### src/rtl/link_err_params.svh
`ifndef LINK_ERR_PARAMS_SVH
`define LINK_ERR_PARAMS_SVH
`define ERR_STATUS_ADDR    16'h0219
`define ERR_STATUS_RESET   8'h00
`define BIT_RWDATA         6
`define BIT_TIMEOUT        5
`define BIT_CHECKSUM       4
`define BIT_LEN_PARITY     3
`define BIT_RW_PARITY      2
`define BIT_HEADER         1
`define BIT_FRAMING        0
`define TIMEOUT_FIELDS     3
`define RECOVER_FIELDS     4
`define FIELD_BITS         10
`define BIT_CYCLES_DEF     16'd1000
`endif

### src/rtl/link_err_pkg.sv
package link_err_pkg;
  typedef enum logic [2:0] {
    MODE_STANDBY = 3'b001,
    MODE_COMM    = 3'b010,
    MODE_ERROR   = 3'b100
  } link_mode_t;
  typedef logic [6:0] err_flags_t;
endpackage : link_err_pkg

### src/rtl/field_timer_if.sv
`timescale 1ns/1ns
interface field_timer_if;
  logic       restart;
  logic [3:0] fields;
  modport owner (output restart, input fields);
  modport timer (input restart, output fields);
endinterface : field_timer_if

### src/rtl/field_timer.sv
`timescale 1ns/1ns
`include "link_err_params.svh"
module field_timer #(
  parameter int BIT_CYCLES = `BIT_CYCLES_DEF
) (
  input  wire logic   clk,
  input  wire logic   rst_b,
  field_timer_if.timer tif
);
  localparam int FIELD_CYCLES = BIT_CYCLES * `FIELD_BITS;
  // Cycle counter is 16 bits wide, so one field must fit in it
  if (BIT_CYCLES < 1 || FIELD_CYCLES > 65535) begin : g_bad_bit_cycles
    $error("BIT_CYCLES out of range");
  end
  logic [15:0] cyc_q;
  logic [3:0]  fields_q;

  // Counts whole field durations since last restart, saturating at 15
  always_ff @(posedge clk or negedge rst_b) begin
    if (!rst_b) begin
      cyc_q    <= 16'h0000;
      fields_q <= 4'h0;
    end else if (tif.restart) begin
      cyc_q    <= 16'h0000;
      fields_q <= 4'h0;
    end else if (cyc_q == 16'(FIELD_CYCLES - 1)) begin
      cyc_q <= 16'h0000;
      if (fields_q != 4'hf) fields_q <= fields_q + 4'h1;
    end else begin
      cyc_q <= cyc_q + 16'h0001;
    end
  end
  assign tif.fields = fields_q;
endmodule : field_timer

### src/rtl/link_err_handler.sv
// What this block does
// - A write checksum mismatch sets flag bit 4, enters error mode and ends the communication.
// - After a checksum error the failing block is dropped while earlier good blocks stay committed.
// - Every error except the field data error and the time-out sets its flag and forces error mode.
// - Error mode ends, into standby, once the line has stayed high more than four field times.
// - Recovery from error mode ignores the error status contents.
// - Flags stay set across mode changes until the status register is read.
// - A single one-byte read of the status register clears all flags not set in that same cycle after returning them.
// - A multi-byte read covering the status register returns flags without clearing.
// - Nonzero read/write field bits 5..1 set flag 6, keep communication on and nullify the access.
// - An inter-field gap over three field times sets flag 5, ends communication and enters standby.
// - Flags 3,2,1,0 report length parity, read/write parity, header and stop-bit framing errors.
// - A time-out during a long write keeps earlier good blocks committed and goes to standby.
`timescale 1ns/1ns
`include "link_err_params.svh"
module link_err_handler #(
  parameter int BIT_CYCLES = `BIT_CYCLES_DEF
) (
  input  wire logic       CLK_SYS,
  input  wire logic       RST_B,
  input  wire logic       LINE_IN,
  input  wire logic       FIELD_DONE,
  input  wire logic       FRAME_START,
  input  wire logic       WRITE_MODE,
  input  wire logic       BLOCK_CHECKED,
  input  wire logic       CHECKSUM_OK,
  input  wire logic       RW_DATA_ERR,
  input  wire logic       LEN_PARITY_ERR,
  input  wire logic       RW_PARITY_ERR,
  input  wire logic       HEADER_ERR,
  input  wire logic       FRAMING_ERR,
  input  wire logic       READ_DONE,
  input  wire logic [15:0] READ_ADDR,
  input  wire logic [7:0] READ_LEN,
  output logic [7:0]      STATUS_DATA,
  output logic [2:0]      MODE,
  output logic            COMM_ABORT,
  output logic            COMMIT_BLOCK,
  output logic            NULLIFY
);
  // A zero bit time would stretch every field count to 65536 cycles
  if (BIT_CYCLES < 1) begin : g_bad_cfg
    $error("BIT_CYCLES must be at least one");
  end

  // ---------------------------------------------------------------
  // Timer
  // ---------------------------------------------------------------
  field_timer_if tif ();
  field_timer #(.BIT_CYCLES(BIT_CYCLES)) u_timer (
    .clk   (CLK_SYS),
    .rst_b (RST_B),
    .tif   (tif)
  );

  link_err_pkg::link_mode_t  mode_q;
  link_err_pkg::err_flags_t  flags_q;
  link_err_pkg::err_flags_t  set_d;
  logic                      fatal_err;
  logic                      timeout;
  logic                      recovered;
  logic                      clr_read;

  assign fatal_err = (WRITE_MODE && BLOCK_CHECKED && !CHECKSUM_OK) || LEN_PARITY_ERR
                   || RW_PARITY_ERR || HEADER_ERR || FRAMING_ERR;
  assign timeout   = (mode_q == link_err_pkg::MODE_COMM)
                   && (tif.fields >= 4'(`TIMEOUT_FIELDS)) && !FIELD_DONE;
  // Only flags-free condition matters here; no look at flags_q
  assign recovered = (mode_q == link_err_pkg::MODE_ERROR)
                   && (tif.fields >= 4'(`RECOVER_FIELDS)) && LINE_IN;
  assign clr_read  = READ_DONE && (READ_ADDR == `ERR_STATUS_ADDR) && (READ_LEN == 8'h01);

  // Restart on field edges or frame start in comm, on low line in error, and always in standby
  always_comb begin
    case (mode_q)
      link_err_pkg::MODE_COMM:  tif.restart = FIELD_DONE || FRAME_START;
      link_err_pkg::MODE_ERROR: tif.restart = !LINE_IN;
      default:                  tif.restart = 1'b1;
    endcase
  end

  // ---------------------------------------------------------------
  // Error flags
  // ---------------------------------------------------------------
  always_comb begin
    set_d = '0;
    if (mode_q == link_err_pkg::MODE_COMM) begin
      set_d[`BIT_RWDATA]     = RW_DATA_ERR;
      set_d[`BIT_TIMEOUT]    = timeout;
      set_d[`BIT_CHECKSUM]   = WRITE_MODE && BLOCK_CHECKED && !CHECKSUM_OK;
      set_d[`BIT_LEN_PARITY] = LEN_PARITY_ERR;
      set_d[`BIT_RW_PARITY]  = RW_PARITY_ERR;
      set_d[`BIT_HEADER]     = HEADER_ERR;
      set_d[`BIT_FRAMING]    = FRAMING_ERR;
    end
  end

  // Set wins over a same-cycle read clear
  always_ff @(posedge CLK_SYS or negedge RST_B) begin
    if (!RST_B) flags_q <= 7'h00;
    else if (clr_read) flags_q <= set_d;
    else flags_q <= flags_q | set_d;
  end

  // ---------------------------------------------------------------
  // Mode
  // ---------------------------------------------------------------
  always_ff @(posedge CLK_SYS or negedge RST_B) begin
    if (!RST_B) mode_q <= link_err_pkg::MODE_STANDBY;
    else begin
      case (mode_q)
        link_err_pkg::MODE_STANDBY: if (FRAME_START) mode_q <= link_err_pkg::MODE_COMM;
        link_err_pkg::MODE_COMM: begin
          if (fatal_err) mode_q <= link_err_pkg::MODE_ERROR;
          else if (timeout) mode_q <= link_err_pkg::MODE_STANDBY;
        end
        link_err_pkg::MODE_ERROR: if (recovered) mode_q <= link_err_pkg::MODE_STANDBY;
        default: mode_q <= link_err_pkg::MODE_STANDBY;
      endcase
    end
  end

  // ---------------------------------------------------------------
  // Outputs
  // ---------------------------------------------------------------
  always_ff @(posedge CLK_SYS or negedge RST_B) begin
    if (!RST_B) begin
      STATUS_DATA  <= `ERR_STATUS_RESET;
      MODE         <= link_err_pkg::MODE_STANDBY;
      COMM_ABORT   <= 1'b0;
      COMMIT_BLOCK <= 1'b0;
      NULLIFY      <= 1'b0;
    end else begin
      STATUS_DATA  <= {1'b0, flags_q | set_d};
      MODE         <= mode_q;
      COMM_ABORT   <= (mode_q == link_err_pkg::MODE_COMM) && (fatal_err || timeout);
      // Good blocks commit one by one; a bad block never does
      COMMIT_BLOCK <= (mode_q == link_err_pkg::MODE_COMM) && WRITE_MODE && BLOCK_CHECKED
                      && CHECKSUM_OK && !fatal_err;
      NULLIFY      <= (mode_q == link_err_pkg::MODE_COMM)
                      && (RW_DATA_ERR || fatal_err);
    end
  end

  // ---------------------------------------------------------------
  // Checks
  // ---------------------------------------------------------------
  property p_cksum_err;
    @(posedge CLK_SYS) disable iff (!RST_B)
      (mode_q == link_err_pkg::MODE_COMM && WRITE_MODE && BLOCK_CHECKED && !CHECKSUM_OK)
      |=> (mode_q == link_err_pkg::MODE_ERROR) && flags_q[`BIT_CHECKSUM] && COMM_ABORT && NULLIFY;
  endproperty
  a_cksum_err: assert property (p_cksum_err) else $error("checksum error not handled");

  property p_read_cksum;
    @(posedge CLK_SYS) disable iff (!RST_B)
      (mode_q == link_err_pkg::MODE_COMM && !WRITE_MODE && BLOCK_CHECKED && !CHECKSUM_OK
       && !fatal_err && !timeout && !clr_read)
      |=> mode_q == link_err_pkg::MODE_COMM && flags_q[`BIT_CHECKSUM] == $past(flags_q[`BIT_CHECKSUM]);
  endproperty
  a_read_cksum: assert property (p_read_cksum) else $error("read block raised checksum error");

  property p_commit_good;
    @(posedge CLK_SYS) disable iff (!RST_B)
      (mode_q == link_err_pkg::MODE_COMM && WRITE_MODE && BLOCK_CHECKED && CHECKSUM_OK && !fatal_err)
      |=> COMMIT_BLOCK;
  endproperty
  a_commit_good: assert property (p_commit_good) else $error("good block not committed");

  property p_no_commit_bad;
    @(posedge CLK_SYS) disable iff (!RST_B)
      (BLOCK_CHECKED && !CHECKSUM_OK) |=> !COMMIT_BLOCK;
  endproperty
  a_no_commit_bad: assert property (p_no_commit_bad) else $error("bad block committed");

  property p_fatal_mode;
    @(posedge CLK_SYS) disable iff (!RST_B)
      (mode_q == link_err_pkg::MODE_COMM && (LEN_PARITY_ERR || RW_PARITY_ERR || HEADER_ERR || FRAMING_ERR))
      |=> mode_q == link_err_pkg::MODE_ERROR && COMM_ABORT;
  endproperty
  a_fatal_mode: assert property (p_fatal_mode) else $error("error mode not entered");

  property p_recover;
    @(posedge CLK_SYS) disable iff (!RST_B)
      (mode_q == link_err_pkg::MODE_ERROR && LINE_IN && tif.fields >= 4'(`RECOVER_FIELDS))
      |=> mode_q == link_err_pkg::MODE_STANDBY;
  endproperty
  a_recover: assert property (p_recover) else $error("no recovery after idle");

  property p_sticky;
    @(posedge CLK_SYS) disable iff (!RST_B)
      (flags_q != 7'h00 && !clr_read) |=> (flags_q & $past(flags_q)) == $past(flags_q);
  endproperty
  a_sticky: assert property (p_sticky) else $error("flag lost without read");

  property p_multi_keep;
    @(posedge CLK_SYS) disable iff (!RST_B)
      (READ_DONE && READ_LEN != 8'h01) |=> (flags_q & $past(flags_q)) == $past(flags_q);
  endproperty
  a_multi_keep: assert property (p_multi_keep) else $error("multi-byte read cleared flags");

  property p_clear;
    @(posedge CLK_SYS) disable iff (!RST_B)
      (clr_read && set_d == 7'h00) |=> flags_q == 7'h00;
  endproperty
  a_clear: assert property (p_clear) else $error("single read did not clear");

  property p_rwdata;
    @(posedge CLK_SYS) disable iff (!RST_B)
      (mode_q == link_err_pkg::MODE_COMM && RW_DATA_ERR && !fatal_err && !timeout)
      |=> flags_q[`BIT_RWDATA] && mode_q == link_err_pkg::MODE_COMM;
  endproperty
  a_rwdata: assert property (p_rwdata) else $error("rw data error mishandled");

  property p_nullify_rw;
    @(posedge CLK_SYS) disable iff (!RST_B)
      (mode_q == link_err_pkg::MODE_COMM && RW_DATA_ERR) |=> NULLIFY;
  endproperty
  a_nullify_rw: assert property (p_nullify_rw) else $error("rw data access not nullified");

  property p_timeout;
    @(posedge CLK_SYS) disable iff (!RST_B)
      (timeout && !fatal_err) |=> flags_q[`BIT_TIMEOUT] && mode_q == link_err_pkg::MODE_STANDBY && COMM_ABORT;
  endproperty
  a_timeout: assert property (p_timeout) else $error("time-out mishandled");
endmodule : link_err_handler

### config.mk
export PLATFORM = sky130hd
export DESIGN_NAME = link_err_handler
export DESIGN_NICKNAME = d
export VERILOG_FILES = /design/src/rtl/link_err_pkg.sv /design/src/rtl/field_timer_if.sv /design/src/rtl/field_timer.sv /design/src/rtl/link_err_handler.sv
export VERILOG_INCLUDE_DIRS = /design/src /design/src/rtl
export SDC_FILE = /design/constraint.sdc
export NUM_CORES = 1
export LEC_CHECK = 0
export BUFFER_PORTS_ARGS = -buffer_cell sky130_fd_sc_hd__buf_4
export CORE_UTILIZATION = 35
export CTS_BUF_LIST = sky130_fd_sc_hd__clkbuf_4
export CTS_CLUSTER_SIZE = 14
export DETAILED_ROUTE_END_ITERATION = 7
export PLACE_DENSITY = 0.56
export SYNTH_ARGS = -nofsm -noshare
export SYNTH_HDL_FRONTEND = slang
export SYNTH_SLANG_ARGS = --single-unit
### constraint.sdc
create_clock -name CLK_SYS -period 1.9 [get_ports CLK_SYS]
set_input_delay 0.19 -clock CLK_SYS [delete_from_list [all_inputs] [get_ports CLK_SYS]]
set_output_delay 0.19 -clock CLK_SYS [all_outputs]
set_load 0.05 [all_outputs]
Yosys cells after proc, flatten, opt, wreduce, memory -nomap -nowiden
Index checks and enable logic that the tools add are counted.
- register bits: 43
- bits in latches: 0
- RAM bits: 0
- ROM bits: 0
- bits of input ports: 38
- output and inout port bits: 14
- word-level logic and storage cells: 66
- memories kept: 0
- add/sub/neg operators: 2
- multiply operators: 0
- div/mod/pow operators: 0
- magnitude comparators: 2
- eq/ne operators: 10
- shift-type cells: 0
- mux-type cells: 13
- bitwise logic cells: 1
- reduce and logical (&&, ||, !) cells: 29
- operator list (operator ; number):
    16-bit two-way mux ; 2
    16-bit by 1-bit adder with 16-bit output (second input constant) ; 1
    16-bit by 10-bit == test with 1-bit output (second input constant) ; 1
    16-bit by 14-bit == test with 1-bit output (second input constant) ; 1
    1-bit logical AND ; 14
    7-bit two-way mux ; 2
    3-bit two-way mux ; 4
    4-bit two-way mux ; 3
    3-bit case mux with 3 select lines ; 1
    8-bit by 1-bit == test with 1-bit output (second input constant) ; 1
    1-bit logical OR ; 7
    7-bit OR ; 1
    4-bit by 1-bit adder with 4-bit output (second input constant) ; 1
    4-bit by 2-bit >= comparator with 1-bit output (second input constant) ; 1
    4-bit by 3-bit >= comparator with 1-bit output (second input constant) ; 1
    1-bit logical NOT ; 4
    2-bit != test (second input constant) ; 2
    4-bit != test (second input constant) ; 1
    2-bit nonzero test ; 2
    3-bit by 1-bit == test with 1-bit output (second input constant) ; 1
    3-bit by 2-bit == test with 1-bit output (second input constant) ; 1
    3-bit == test (second input constant) ; 1
    3-bit != test (second input constant) ; 1
    3-bit AND reduction ; 1
    2 further kinds ; 2

Depth between registers and ports, before layout
- depth in word-level cells: 8
- mapped depth: 6
- gate-level depth less buffers: 5

By module
From an unflattened synthesis, not the netlist that was laid out.
- cells, all modules: 181
- area, all modules: 2055.7 µm²
- modules (own cells, without submodules) (module ; instances ; cells each ; area an instance (µm²) ; sequential area each (µm²)):
    field_timer ; 1 ; 103 ; 1086.0 ; 500.5
    link_err_handler ; 1 ; 78 ; 969.7 ; 578.1

Worst setup path before layout
No wires, ideal clock.
- path kind: flip-flop to flip-flop
- from: register mode_q[2]
- to: register u_timer.fields_q[0] (netlist: u_timer.tif.fields[0])
- library setup time: 66 ps
- arrival time: 1693 ps
- data required time: 1834 ps
- slack: 141 ps
- stages on the path, launching flop included: 5
- buffers on the path: 0
- clock period less this slack: 1759 ps
- path through: dfrtp_1 > or4b_4 > a21o_1 > or4_1 > nand2_1
- cells in the longest elaborated chain, start to end: 4
- elaborated cells on any way between the ends: 7
- those cells by class: eq/ne: 2; mux: 2; reduce/logical: 3
- ends and longest elaborated chain (what ; line ; text):
    start, declared ; link_err_handler.sv:56 ; link_err_pkg::link_mode_t mode_q;
    start signal, assigned ; link_err_handler.sv:109 ; if (!RST_B) mode_q <= link_err_pkg::MODE_STANDBY;
    start signal, assigned ; link_err_handler.sv:112 ; link_err_pkg::MODE_STANDBY: if (FRAME_START) mode_q <= link_err_pkg::MODE_COMM;
    start signal, assigned ; link_err_handler.sv:114 ; if (fatal_err) mode_q <= link_err_pkg::MODE_ERROR;
    3-bit == test or 3-bit by 2-bit == test with 1-bit output (tied branches) ; link_err_handler.sv:75 ; case (mode_q)
    1-bit case mux with 2 select lines * ; link_err_handler.sv:75 ;
    2-bit nonzero test (no line) ; n/a ;
    2-bit AND reduction (no line) ; n/a ;
    end signal, assigned ; field_timer.sv:28 ; if (fields_q != 4'hf) fields_q <= fields_q + 4'h1;
    end, declared ; field_timer.sv:16 ; logic [3:0] fields_q;
Every way passes the cells marked *; elsewhere a longest branch is shown, timed or not.
A chain may end at the register's enable or synchronous reset.

Final worst setup path
Ends and elaborated chain as after synthesis.

==> summary.txt <==
Outcome
  – Status: completed

Floorplanning
  – Initial Utilization: 37.0%
  – Ports: 52
  – Num rows: 26
  – Die height: between 70 and 80 um
  – Core Region: between 5000 and 6000 um^2
  – Die width: between 70 and 80 um
  – Die area: 5840 um^2

Setup path
  – FF-to-FF setup slack: 0.14 ns
  – Setup crit end kind: flop
  – Worst setup SP type: flop
  – Reg2reg start: mode_q[2]
  – Setup CP Type: reg -> reg
  – Reg2reg end: u_timer.tif.fields[0]
  – Worst EP required: 2.21 ns
  – Reg2reg path depth: 4
  – Arrival time at the worst endpoint: 2.06 ns
  – Critical-path maximum fanout: 3

Drt
  – Drt drc: 0
  – Vias per cell: 5.02
  – First DRT Iteration DRCs: 61
  – Total wire length: 4130 um
  – Via count: 1,555
  – Final ANT Viol Nets: 0
  – Drt wl/cell: 13.3 um
  – Drt first pass iters: 2

Synth
  – Syn avg cell area: 11.1 um^2
  – Post-synth net total: 214
  – Post-synth top area cell: dfrtp_1
  – Ys flop type: dfrtp_1
  – Seq cells post-synth: 43
  – Seq/Total Area, Yosys: ~56%
  – Area contributors post-synth: dfrtp_1, xnor2_1, nor2_1
  – Yosys warns: 0
  – Synth Cell Area: 1940 um^2
  – Distinct cells, synth: between 40 and 50
  – Top cell type's share of synthesized area: between 50 and 60%
  – Async SR Flop Fraction: 100%
  – Syn Inst Count: 174
  – Number of synthesized flops with an enable pin: 0

Finish
  – Most common cell after layout, fill and taps aside: buf_4
  – Layout cells sized above 1: 30.8%
  – Area grow syn2layout: 30.6%
  – Most frequent cells in the layout: buf_4, dfrtp_1, nor2_1
  – # diodes: 0
  – Final nets: 279
  – Core Util, Final: 48.4%
  – # fillers: 505

Min path
  – Hold Crit Depth: 2
  – WHS Endpoint: STATUS_DATA[6]
  – Type of the tightest min-delay check: in -> reg
  – Hold Path Origin: RW_DATA_ERR

STA
  – Clk_skew: 0.0134 ns
  – Max-slew headroom: approximately 64%
  – Min cycle time layout: 1.76 ns
  – Worst slew pin tran: 0.535 ns
  – Peak Freq: 570 MHz
  – Final hold vios: 0
  – Slew Limit Fails: 0
  – Fin Setup TNS: 0 ns
  – Tcrit/Tclk final: 92.4%
  – Final setup viols: 0
  – RSZ-0062 raised after global routing: false

Clock network
  – Clock buffer depth: 2
  – TritonCTS Buffers: 5
  – Clock-pin slew on the worst setup and hold paths: 0.13 ns
  – Clk sinks: 43
  – Worst skew pair latency: 0.35 ns
  – CTS H-tree lvls: 2
  – CTS tree: yes
  – Number of post-CTS setup repair buffers: 0
  – Clock Root Buffer: clkbuf_4

Power
  – VDD IR max: around 0.41 mV
  – Leakage: 1.13 nW
  – Power Density: 972 nW/um^2

Place
  – Detailed placement HPWL: 3130 um
  – Port buffer count: 50
  – Gpl congestion: roughly 0.76

Global routing
  – First-pass GRT wire length: 7090 um
  – Vias in the first global route: 1,517
  – Total GRT Usage: 15.6%
  – Total grt overflow: 0
  – Initial antenna violation count: 0
  – Largest net degree at the start of global routing: 44

Flow run
  – Max_cap viols: 0
==> cells in the mapped netlist, types with 4 or more instances <==
master,number
nor4_1,9
nor4b_1,4
a21o_1,9
inv_1,5
nor3_1,6
xnor2_1,12
dfrtp_1,41
nand3_1,8
nand2_1,5
nand4_1,4
nor2_1,19
a22o_1,6
==> worst max-delay path, stage by stage (launching register included) <==
cell and delay, ns:
dfrtp_1 0.40, or4b_4 0.54, a21o_1 0.20, or4_1 0.49
nand2_1 0.08
==> flip-flops by register name, indices dropped and copies added, names as in the netlist <==
name                flops
COMM_ABORT              1
NULLIFY                 1
MODE                    3
STATUS_DATA             7
u_timer.tif.fields      4
COMMIT_BLOCK            1
mode_q                  3
u_timer.cyc_q          16
flags_q                 7
==> how the worst max path moves through the flow <==
stage	to	cells after the start	from
after floorplan	u_timer.tif.fields[0]	4	mode_q[2]
after global placement	u_timer.tif.fields[0]	4	mode_q[2]
after detailed placement	u_timer.tif.fields[0]	4	mode_q[2]
after CTS	u_timer.tif.fields[0]	4	mode_q[2]
after global routing	mode_q[1]	5	u_timer.tif.fields[0]
final	u_timer.tif.fields[0]	4	mode_q[2]
==> final cells by class <==
type | count | area, um^2 | area share, %
multi-input combinational | 122 | 822 | 32.5
clock buffer | 5 | 37.5 | 1.48
clock inverter | 3 | 20.0 | 0.791
inverter | 5 | 18.8 | 0.741
tap | 70 | 87.6 | 3.46
timing repair buffer | 62 | 468 | 18.5
sequential | 43 | 1080 | 42.6
==> where the power goes <==
| part | internal (mW) | total, mW | leakage, nW | switching (mW) |
|---|---|---|---|---|
| clock network | 0.142 | 0.449 | 0.0288 | 0.307 |
| registers | 1.10 | 1.18 | 0.550 | 0.0851 |
| logic | 0.312 | 0.832 | 0.550 | 0.520 |
==> repair_timing <==
item                       in CTS  in global routing
hold buffers                    1                  0
setup endpoints to repair       0                  0
gates resized for setup         0                  0
hold endpoints to repair       41                  0
==> routing by layer <==
layer | part of all wire (%) | GRT usage [%]
met4 | 1.1 | 4.62
met1 | 47 | 20.6
met2 | 45 | 24.1
met5 | 0 | 0
met3 | 7.2 | 5.39
==> kinds of logic (layout without fill, tap and decap cells) <==
logic type	count (synthesis)	count (layout)	share of synthesized area, %
adders and majority gates	2	2	1.29
xor gates and xnor gates	14	14	6.32
buffers and inverters	9	75	2.00
and+or+nand+nor	76	76	23.3
AOI/OAI and AO/OA	29	29	11.3
DFF	43	43	55.6
other	1	1	0.193
==> per-stage QoR <==
| step | hold slack (ns) | power, mW | std cells | instance area, um^2 | worst slack, ns |
|---|---|---|---|---|---|
| final | 0.0520 | 2.46 | 310 | 2530 | 0.144 |
| after global routing | 0.0273 | 2.61 | 310 | 2530 | 0.0456 |
| after CTS | 0.0305 | 2.50 | 310 | 2530 | 0.136 |
| after detailed placement | 0.220 | 2.03 | 301 | 2460 | 0.169 |
| after global placement | 0.220 | 2.04 | 301 | 2460 | 0.176 |
| after floorplan | -0.106 | 1.70 | 174 | 1940 | 0.141 |
Power figures use the tool's default switching activity.
